`config.mk`:
```
export PLATFORM = sky130hd
export DESIGN_NAME = inc_dev_flat
export DESIGN_NICKNAME = d
export VERILOG_FILES = /design/src/include/inc_pkg.sv /design/src/include/inc_spi_if.sv /design/src/design/inc_dev.sv /design/src/flat_wrapper.sv
export SDC_FILE = /design/constraint.sdc
export NUM_CORES = 1
export LEC_CHECK = 0
export BUFFER_PORTS_ARGS = -buffer_cell sky130_fd_sc_hd__buf_2
export CAP_MARGIN = 20
export CORE_MARGIN = 2
export CORE_UTILIZATION = 45
export DETAILED_ROUTE_END_ITERATION = 12
export PLACE_DENSITY = 0.75
export SLEW_MARGIN = 10
export SYNTH_ARGS = -nofsm -noshare
export SYNTH_HDL_FRONTEND = slang
export SYNTH_SLANG_ARGS = --single-unit
```
`constraint.sdc`:
```
create_clock -name clk -period 2.2 [get_ports clk]
set_input_delay 0.44 -clock clk [delete_from_list [all_inputs] [get_ports clk]]
set_output_delay 0.44 -clock clk [all_outputs]
set_load 0.005 [all_outputs]
```
`src/include/inc_pkg.sv`:
```
// Shared constants for the inclinometer serial port, device end and host end
package inc_pkg;

	// Clock and frame timing
	localparam int CLK_PERIOD_PS = 10000;
	localparam int CS_TO_CLK_PS = 48800;
	localparam int SCLK_HALF_FAST_PS = 200000;
	localparam int SCLK_HALF_NORMAL_PS = 500000;
	localparam int FRAME_FAST_US = 40;
	localparam int FRAME_NORMAL_US = 100;
	localparam int CS_TO_CLK_CYC = (CS_TO_CLK_PS + CLK_PERIOD_PS - 1) / CLK_PERIOD_PS;
	localparam int SCLK_HALF_FAST_CYC = (SCLK_HALF_FAST_PS + CLK_PERIOD_PS - 1) / CLK_PERIOD_PS;
	localparam int SCLK_HALF_NORMAL_CYC = (SCLK_HALF_NORMAL_PS + CLK_PERIOD_PS - 1) / CLK_PERIOD_PS;
	localparam int FRAME_FAST_CYC = (FRAME_FAST_US * 1000000 + CLK_PERIOD_PS - 1) / CLK_PERIOD_PS;
	localparam int FRAME_NORMAL_CYC = (FRAME_NORMAL_US * 1000000 + CLK_PERIOD_PS - 1) / CLK_PERIOD_PS;
	localparam int CNT_W = 14;

	// Frame layout
	localparam int FRAME_BITS = 16;
	localparam logic [4:0] FRAME_BITS_5 = 5'h10;
	localparam logic [1:0] CMD_WRITE = 2'h2;
	localparam logic [1:0] CMD_READ = 2'h0;
	localparam int CMD_HI = 15;
	localparam int ADDR_HI = 13;
	localparam int ADDR_LO = 8;
	localparam int FRESH_BIT = 15;
	localparam int ALARM_BIT = 14;

	// Output data registers, byte addresses of the lower byte
	localparam logic [5:0] ADDR_SUPPLY = 6'h02;
	localparam logic [5:0] ADDR_AUX = 6'h08;
	localparam logic [5:0] ADDR_TEMP = 6'h0A;
	localparam logic [5:0] ADDR_INCL = 6'h0C;
	localparam logic [5:0] ADDR_INCL180 = 6'h0E;
	localparam int NREG = 5;
	localparam logic [2:0] IDX_SUPPLY = 3'h0;
	localparam logic [2:0] IDX_AUX = 3'h1;
	localparam logic [2:0] IDX_TEMP = 3'h2;
	localparam logic [2:0] IDX_INCL = 3'h3;
	localparam logic [2:0] IDX_INCL180 = 3'h4;
	localparam int VAL_W = 14;
	localparam int SHORT_W = 12;
	localparam logic [VAL_W-1:0] VAL_RESET = 14'h0000;
	localparam logic [15:0] WORD_UNMAPPED = 16'h0000;

	// States
	typedef enum logic [1:0] {DEV_IDLE = 2'b01, DEV_FRAME = 2'b10} inc_dev_e;
	typedef enum logic [4:0] {
		HST_IDLE = 5'b00001,
		HST_SETUP = 5'b00010,
		HST_LOW = 5'b00100,
		HST_HIGH = 5'b01000,
		HST_GAP = 5'b10000
	} inc_host_e;

endpackage : inc_pkg

```
`src/include/inc_spi_if.sv`:
```
// Four-wire serial link plus reset pin between host and inclinometer
`timescale 1ns/1ns
interface inc_spi_if;
	logic sclk;
	logic cs_n;
	logic din;
	logic rst_n;
	logic dout;
	logic dout_oe;
	logic miso;

	// Undriven data-out line is pulled high
	assign miso = dout_oe ? dout : 1'b1;

	modport dev (input sclk, input cs_n, input din, input rst_n, output dout, output dout_oe);
	modport host (output sclk, output cs_n, output din, output rst_n, input miso);
endinterface : inc_spi_if

```
`src/design/inc_dev.sv`:
```
// Inclinometer serial slave port with its output data registers
// Function
// - Chip select high: output off, inputs ignored
// - Frame holds exactly sixteen clock cycles; longer ones act on their first sixteen bits
// - Full duplex sixteen bit shifting
// - Write: 1, 0, address, data byte
// - Write frame carries one byte only
// - Read: 00, address, eight ignored bits
// - Either byte address returns whole register
// - Read result leaves in next frame
// - Two byte addresses per register
// - Next read may ride on result frame
// - Data registers update at sample rate
// - Bit 15 fresh flag, cleared by read
// - Bit 14 flags active alarm
// - Values right aligned, 12 or 14 bits
// - Bits 13:12 of short values don't care
// - Half-circle angle 14-bit two's complement
// - Low reset pin restores initial state
// - MSB at select fall, rest after clock fall
// - Data in sampled on rising clock
// - Host spaces frames 40 or 100 us
`timescale 1ns/1ns
module inc_dev
	import inc_pkg::*;
(
	// Clock and reset
	input wire logic clk,
	input wire logic reset,
	// Serial link
	inc_spi_if.dev link,
	// Measurement feed
	input wire logic sample_strobe,
	input wire logic [SHORT_W-1:0] supply_value,
	input wire logic [SHORT_W-1:0] aux_value,
	input wire logic [SHORT_W-1:0] temp_value,
	input wire logic [VAL_W-1:0] full_circle_angle,
	input wire logic [VAL_W-1:0] signed_half_circle_angle,
	input wire logic alarm_active_flag,
	// Byte writes toward the control register set
	output logic wr_strobe,
	output logic [5:0] wr_addr,
	output logic [7:0] wr_data,
	// Status
	output logic [NREG-1:0] fresh_sample_flag
);

	typedef struct packed {
		inc_dev_e state;
		logic sclk_prev;
		logic [4:0] bit_cnt;
		logic [15:0] rx;
		logic [15:0] tx;
		logic dout;
		logic dout_oe;
		logic pend_valid;
		logic [5:0] pend_addr;
		logic sent_valid;
		logic [2:0] sent_idx;
		logic [NREG-1:0][VAL_W-1:0] val;
		logic [NREG-1:0] fresh;
		logic alarm;
		logic wr_stb;
		logic [5:0] wr_addr;
		logic [7:0] wr_data;
	} inc_dev_s;

	localparam inc_dev_s DEV_RESET = '{
		state: DEV_IDLE,
		sclk_prev: 1'b1,
		bit_cnt: 5'h00,
		rx: 16'h0000,
		tx: 16'h0000,
		dout: 1'b0,
		dout_oe: 1'b0,
		pend_valid: 1'b0,
		pend_addr: 6'h00,
		sent_valid: 1'b0,
		sent_idx: 3'h0,
		val: {NREG{VAL_RESET}},
		fresh: '0,
		alarm: 1'b0,
		wr_stb: 1'b0,
		wr_addr: 6'h00,
		wr_data: 8'h00
	};

	inc_dev_s q;
	inc_dev_s d;
	logic [2:0] sel_idx;
	logic sel_hit;
	logic sclk_rise;
	logic sclk_fall;
	logic [NREG-1:0] fresh_clr;

	////////////////////////////////////////////////////////////////////////////////
	// Address decode: bit 0 picks a byte, ignored on read

	always_comb
	begin
		sel_hit = 1'b1;
		case (q.pend_addr[5:1])
			ADDR_SUPPLY[5:1]: sel_idx = IDX_SUPPLY;
			ADDR_AUX[5:1]: sel_idx = IDX_AUX;
			ADDR_TEMP[5:1]: sel_idx = IDX_TEMP;
			ADDR_INCL[5:1]: sel_idx = IDX_INCL;
			ADDR_INCL180[5:1]: sel_idx = IDX_INCL180;
			default:
			begin
				sel_idx = IDX_SUPPLY;
				sel_hit = 1'b0;
			end
		endcase
	end

	assign sclk_rise = link.sclk & ~q.sclk_prev;
	assign sclk_fall = ~link.sclk & q.sclk_prev;

	////////////////////////////////////////////////////////////////////////////////
	// Next state

	always_comb
	begin
		d = q;
		d.sclk_prev = link.sclk;
		d.wr_stb = 1'b0;
		fresh_clr = '0;

		// Registers keep loading whatever the host does
		if (sample_strobe)
		begin
			d.val[IDX_SUPPLY] = {2'b00, supply_value};
			d.val[IDX_AUX] = {2'b00, aux_value};
			d.val[IDX_TEMP] = {2'b00, temp_value};
			d.val[IDX_INCL] = full_circle_angle;
			d.val[IDX_INCL180] = signed_half_circle_angle;
			d.alarm = alarm_active_flag;
		end

		case (q.state)
			DEV_IDLE:
			begin
				d.dout_oe = 1'b0;
				d.bit_cnt = 5'h00;
				if (!link.cs_n)
				begin
					d.state = DEV_FRAME;
					d.dout_oe = 1'b1;
					// Result of last frame's read goes out now
					d.sent_valid = q.pend_valid & sel_hit;
					d.sent_idx = sel_idx;
					if (q.pend_valid && sel_hit)
					begin
						d.tx = {q.fresh[sel_idx], q.alarm, q.val[sel_idx]};
					end
					else
					begin
						d.tx = WORD_UNMAPPED;
					end
					d.pend_valid = 1'b0;
					d.dout = d.tx[FRESH_BIT];
				end
			end
			DEV_FRAME:
			begin
				if (link.cs_n)
				begin
					d.state = DEV_IDLE;
					d.dout_oe = 1'b0;
					// Short frames are discarded whole; long frames keep their first sixteen bits
					if (q.bit_cnt == FRAME_BITS_5)
					begin
						if (q.rx[CMD_HI -: 2] == CMD_WRITE)
						begin
							d.wr_stb = 1'b1;
							d.wr_addr = q.rx[ADDR_HI:ADDR_LO];
							d.wr_data = q.rx[7:0];
						end
						else if (q.rx[CMD_HI -: 2] == CMD_READ)
						begin
							d.pend_valid = 1'b1;
							d.pend_addr = q.rx[ADDR_HI:ADDR_LO];
						end
						if (q.sent_valid)
						begin
							fresh_clr[q.sent_idx] = 1'b1;
						end
					end
				end
				else
				begin
					if (sclk_rise && q.bit_cnt != FRAME_BITS_5)
					begin
						d.rx = {q.rx[14:0], link.din};
						d.bit_cnt = q.bit_cnt + 5'h01;
					end
					// First fall precedes any sample, so the MSB stays put
					if (sclk_fall && q.bit_cnt != 5'h00 && q.bit_cnt != FRAME_BITS_5)
					begin
						d.tx = {q.tx[14:0], 1'b0};
						d.dout = q.tx[14];
					end
				end
			end
			default:
			begin
				d.state = DEV_IDLE;
				d.dout_oe = 1'b0;
			end
		endcase

		// A load in the clearing cycle keeps the flag set
		d.fresh = (q.fresh & ~fresh_clr) | {NREG{sample_strobe}};
	end

	////////////////////////////////////////////////////////////////////////////////
	// State register; the pin reset acts like the system reset

	always_ff @(posedge clk)
	begin
		if (reset || !link.rst_n)
		begin
			q <= DEV_RESET;
		end
		else
		begin
			q <= d;
		end
	end

	assign link.dout = q.dout;
	assign link.dout_oe = q.dout_oe;
	assign wr_strobe = q.wr_stb;
	assign wr_addr = q.wr_addr;
	assign wr_data = q.wr_data;
	assign fresh_sample_flag = q.fresh;

endmodule : inc_dev

```
`src/flat_wrapper.sv`:
```
// flat-port wrapper written by rule: the top's interface ports become plain ports
module inc_dev_flat import inc_pkg::*;
  (clk, reset, sample_strobe, supply_value, aux_value, temp_value, full_circle_angle, signed_half_circle_angle, alarm_active_flag, wr_strobe, wr_addr, wr_data, fresh_sample_flag, link_sclk, link_cs_n, link_din, link_rst_n, link_dout, link_dout_oe);
  inc_spi_if link_i ();
  input wire logic clk;
  input wire logic reset;
  input wire logic sample_strobe;
  input wire logic [SHORT_W-1:0] supply_value;
  input wire logic [SHORT_W-1:0] aux_value;
  input wire logic [SHORT_W-1:0] temp_value;
  input wire logic [VAL_W-1:0] full_circle_angle;
  input wire logic [VAL_W-1:0] signed_half_circle_angle;
  input wire logic alarm_active_flag;
  output logic wr_strobe;
  output logic [5:0] wr_addr;
  output logic [7:0] wr_data;
  output logic [NREG-1:0] fresh_sample_flag;
  input wire logic [$bits(link_i.sclk)-1:0] link_sclk;
  input wire logic [$bits(link_i.cs_n)-1:0] link_cs_n;
  input wire logic [$bits(link_i.din)-1:0] link_din;
  input wire logic [$bits(link_i.rst_n)-1:0] link_rst_n;
  output wire logic [$bits(link_i.dout)-1:0] link_dout;
  output wire logic [$bits(link_i.dout_oe)-1:0] link_dout_oe;
  assign link_i.sclk = link_sclk;
  assign link_i.cs_n = link_cs_n;
  assign link_i.din = link_din;
  assign link_i.rst_n = link_rst_n;
  assign link_dout = link_i.dout;
  assign link_dout_oe = link_i.dout_oe;
  inc_dev u_core (.clk(clk), .reset(reset), .link(link_i), .sample_strobe(sample_strobe), .supply_value(supply_value), .aux_value(aux_value), .temp_value(temp_value), .full_circle_angle(full_circle_angle), .signed_half_circle_angle(signed_half_circle_angle), .alarm_active_flag(alarm_active_flag), .wr_strobe(wr_strobe), .wr_addr(wr_addr), .wr_data(wr_data), .fresh_sample_flag(fresh_sample_flag));
endmodule
```
; ---- After elaboration in Yosys (flattened, before gate mapping)
; Index checks and enable logic that the tools add are counted.
[op_classes]
bitwise = 12
n_lt_le_gt_ge = 3
n_mux = 29
eq_ne = 18
n_reduce_logical = 20
addsub = 1
[ops]
columns = op, count
row1 = binary-select mux 14 bit (select 3 bit), 1
row2 = 2-to-1 mux 38 bit, 1
row3 = one-hot mux 16 bit (2 select lines), 1
row4 = 2-to-1 mux 21 bit, 1
row5 = 2-to-1 mux 7 bit, 3
row6 = equality test 5 x 3 -> 1 bit (second input constant), 4
row7 = 2-to-1 mux 5 bit, 4
row8 = 2-to-1 mux 18 bit, 1
row9 = 2-to-1 mux 17 bit, 1
row10 = 2-to-1 mux 16 bit, 1
row11 = 2-to-1 mux 15 bit, 1
row12 = 2-to-1 mux 14 bit, 1
row13 = one-hot mux 3 bit (4 select lines), 1
row14 = one-hot mux 5 bit (2 select lines), 1
row15 = < comparator 3 x 4 -> 1 bit (second input constant), 2
row16 = 2-to-1 mux 8 bit, 1
row17 = inequality test 2 x 1 -> 1 bit (second input constant), 4
row18 = inequality test 2 bit (second input constant), 4
row19 = AND reduction 4 bit, 2
row20 = NOT 1 bit, 6
row21 = AND reduction 3 bit, 2
row22 = AND reduction 6 bit, 1
row23 = adder 5 x 1 -> 5 bit (second input constant), 1
row24 = AND 5 bit, 1
row25 = 25 further kinds, 37
[word_totals]
in_bits = 72
reg_bits = 137
elab_cells = 104

; ---- Longest topological paths before layout
[logic_depth]
ltp_word = 11
mapped_depth = 8
depth_no_buf = 6

; ---- Least setup slack after synthesis
; OpenSTA, ideal clock, no wires.
[synth_timing]
path_kind = reg-to-reg
from = reg u_core.q[142] (netlist name)
to = reg u_core.q (netlist bit u_core.wr_addr[5])
required_time_ps = 2072
path_stages_with_launch = 9
setup_ps = 128
n_path_buf = 2
arrival_ps = 1801
slack_ps = 271
path_cell_list = dfxtp_1 -> inv_1 -> ha_1 -> clkbuf_1 -> nand3_1 -> nor4_4 -> buf_6 -> mux2i_1 -> nor2_1
[synth_via]
elab_chain_len = 2
[synth_lines]
columns = element, line
row1 = from (decl), inc_dev.sv:88  ; inc_dev_s q;
row2 = from (signal assigned), inc_dev.sv:223  ; q <= DEV_RESET;
row3 = from (signal assigned), inc_dev.sv:227  ; q <= d;
row4 = equality test 2 bit, inc_dev.sv:140  ; case (q.state)
row5 = AND reduction 4 bit (no source line), --
; Every way passes these cells.
; A chain may end at the register's enable or synchronous reset.

; ---- Worst setup path after layout
[layout_timing]
from = reg u_core.q[142] (netlist name)
to = reg u_core.q[104] (netlist name)
[layout_via]
elab_chain_len = 3
word_cells_on_any_way = 8
[layout_lines]
columns = element, line
row1 = equality test 2 bit or equality test 2 x 1 -> 1 bit (tied branches), inc_dev.sv:140
row2 = "inequality test 2 x 1 -> 1 bit (no source line), or another cell as far along", --
row3 = AND reduction 4 bit (no source line), --
; Several ways; a longest one is shown, not always the timed one.

==> results.md <==
- Clk pwr share: 53.1%
- GR Util met1: 24.49%
- Area grow syn2layout: 20.94%
- CP startpoint kind: register
- DRT antenna net count: 0
- P_sw: roughly 0.0013 W
- Max Slew Vio Count: 0
- Final setup violating endpoints: 0
- Syn Std Cell Area: 0.005993 sq mm
- Global-route wire length before repair: about 23000 microns
- Ports: 94
- Main combinational cell family by area after synthesis: simple AND/OR/NAND/NOR gates
- Yosys reg bits: 136
- Crit-path leading delay family: simple AND/OR/NAND/NOR gates
- Unique masters post-synth: 53
- Synth Area in Adders: 0.8351%
- DRT iter0 DRCs: 389
- Max-slew headroom: about two thirds
- Post-Route Utilization: 55.17%
- Internal power: around 0.0049 W
- Crit path required time: 2.54 ns
- Busiest grt layer: met2
- Post-DP HPWL: roughly 9600 microns
- Max clock buf depth: 2
- GPL Wtd Cong: 0.8615
- Nets: 797
- Worst hold margin: about 0.24 ns
- PD cells: 855.6 mW/mm^2
- CTS tree: built
- HP Class: in2reg
- Worst-path cell chain: inv_1, ha_1, or3b_1, or4_1, o31ai_1
- Area leader, netlist: dfxtp_1
- Register area share after synthesis: between 40% and 50%
- Met2 Usage GRT: between 30% and 40%
- # port buffers: 93
- Mean Syn Cell Area: 9.150 sq um
- Combinational share of power: 5.7%
- H-tree depth: 4
- WS Path Type: reg2reg
- Antenna Cells: 0
- Most used DFF post-synth: dfxtp_1
- Initial antenna violation count: 1
- Final Routed Wirelength: 14250 microns
- Clock Latency Late Sink: 0.42 ns
- Clock Pin Slew Worst Setup and Hold Paths: ~0.060 ns
- Clock sink count: 136
- Share of the synthesized area in the top cell type: 45.43%
- Die area: 0.01426 sq mm
- CP bufs+invs: 1
- Synth Area in XOR/XNOR: 0.1461%
- Synth Area in Compound Gates: about 12%
- Starting Density: between 40% and 50%
- Largest net degree at the start of global routing: 116
- Max-cap violation count: 0
- Residual DRC: 0
- Worst reg2reg path depth: 5
- Count leader, synth: dfxtp_1
- Post CTS Setup Buffer Count: 0
- Post-synth net total: between 700 and 800
- Die height: between 100 and 150 microns
- Post-Route Setup TNS: 0 ns
- Hold_buf cts: 0
- Leakage: 2.915 nW
- F_max: 500.6 MHz
- Grt total ovfl: 0
- RSZ-0062 raised after global routing: false
- Crit path max fanout: 12
- Post-CTS resize count: 0
- Number of global-route vias before repair: 4699
- Crit share post-route: 90.79%
- Worst VDD drop: 0.8935 mV
- Core box area: 0.01314 sq mm
- Fin. Hold Viols: 0
- Switching part of the total: 21.15%
- Synth Area in Simple Gates: 17.77%
- CP Depth: 5
- Number of synthesized flops with an enable pin: 0
- CP max stage cell: or4_1
- GR Layer Usage met3: around 6%
- Vias per cell: 5.344
- Cells after Synth: 655
- TritonRoute pass-1 iters: 5
- Mux contribution to synthesized area: 17.49%
- Layout cells sized above 1: between 20 and 25%
- FP Rows: 42
- Outcome: finished clean
- Clock Skew: 0.006214 ns
- Minimum clock period: 1.997 ns
- Die X: 119.4 microns
- GRT Util Overall: 20.62%
- Top post-synthesis cells by area: dfxtp_1, mux2i_1, nor2_1
- Syn. warnings: 0
- Crit end category: register
- Worst Max-Slew Pin Slew: 0.5091 ns
- Sequential share of power: 41.2%
- Routed via count: 4863
- Root Driver: clkbuf_16
- Worst path max stage delay: 0.52 ns
- Top cells by count, synth: dfxtp_1, nor2_1, mux2i_1
- Cts bufs inserted: 17
- DR WL/cell: 15.66 microns
- Arr. time, crit path: 2.34 ns
- Synth async-reset ratio: 0%
- WHS Path Cells: 2
[per-stage QoR]
stage                     instance area, sq um  setup slack [ns]  cells  power [W]
after floorplan                           5993            0.2710    655   0.002821
after global placement                    6556            0.2936    878   0.002945
after detailed placement                  6556            0.2279    878   0.002956
after CTS                                 7248            0.2173    910   0.006251
after global routing                      7248           0.07892    910   0.006396
final                                     7248            0.2025    910   0.006202
[area by class of cell]
class	count	area, sq um
Clock buffer	19	452.9
Tap cell	176	220.2
Multi-Input combinational cell	444	2908
Clock inverter	13	239.0
Timing Repair Buffer	114	675.6
Fill cell	1162	5889
Sequential cell	136	2723
Inverter	8	30.03
[logic make-up (layout without fill, tap and decap cells)]
kind of cell | count (synthesis) | count (layout)
flops | 136 | 136
simple gates | 221 | 221
mux | 102 | 102
buf+inv | 75 | 154
fa+ha+maj | 4 | 4
compound gates | 116 | 116
xor+xnor | 1 | 1
[worst paths after layout]
kind / start / end / slack (ns)
max: u_core.q[142]$_SDFFE_PP1P_ / u_core.q[104]$_SDFFE_PP0P_ / 0.20
min: link_sclk / u_core.q[141]$_SDFF_PP1_ / 0.24
max reg2reg: u_core.q[142]$_SDFFE_PP1P_ / u_core.q[104]$_SDFFE_PP0P_ / 0.20
min reg2reg: u_core.q[118]$_SDFFE_PP0P_ / u_core.q[118]$_SDFFE_PP0P_ / 0.46
[cell usage in the layout, fill, tap and decap left out, types with 3 or more instances in the layout]
cell / synthesis / layout
nand2b_1: 7 / 6
nand3_1: 9 / 9
inv_6: 0 / 4
buf_12: 0 / 4
a211o_1: 8 / 8
and2b_1: 3 / 3
inv_1: 8 / 8
o221ai_1: 8 / 8
o21ai_0: 30 / 30
nor3_1: 13 / 13
or3_1: 3 / 3
a21oi_1: 41 / 41
nand2_1: 47 / 47
mux2_2: 12 / 12
nor2b_1: 15 / 15
and3_1: 3 / 3
o2111ai_1: 3 / 3
bufinv_16: 0 / 6
dfxtp_1: 136 / 136
clkbuf_16: 0 / 17
mux2i_1: 89 / 89
ha_1: 4 / 4
a32oi_1: 3 / 3
nor2_1: 102 / 102
buf_2: 8 / 92
a31oi_1: 5 / 5
buf_4: 19 / 18
[routing by layer]
layer	wire length [microns]	vias up
met5	11	-
met4	267	2
met3	824	22
met2	7027	151
met1	6122	2303
li1	-	2385
[flip-flops by register name, summed over array words and instances, names as in the netlist]
register	flops
u_core.fresh_sample_flag	5
u_core.link.dout	1
u_core.link.dout_oe	1
u_core.q	114
u_core.wr_addr	6
u_core.wr_data	8
u_core.wr_strobe	1
[power by group through the flow]
stage                     Combinational, W  Clock [W]  Sequential, W
after floorplan                   0.000226          0        0.00260
after global placement            0.000342          0        0.00260
after detailed placement          0.000351          0        0.00260
after CTS                         0.000355    0.00334        0.00255
after global routing              0.000390    0.00345        0.00256
final                             0.000355    0.00329        0.00255
No activity file was read; power rests on OpenSTA's default activity.
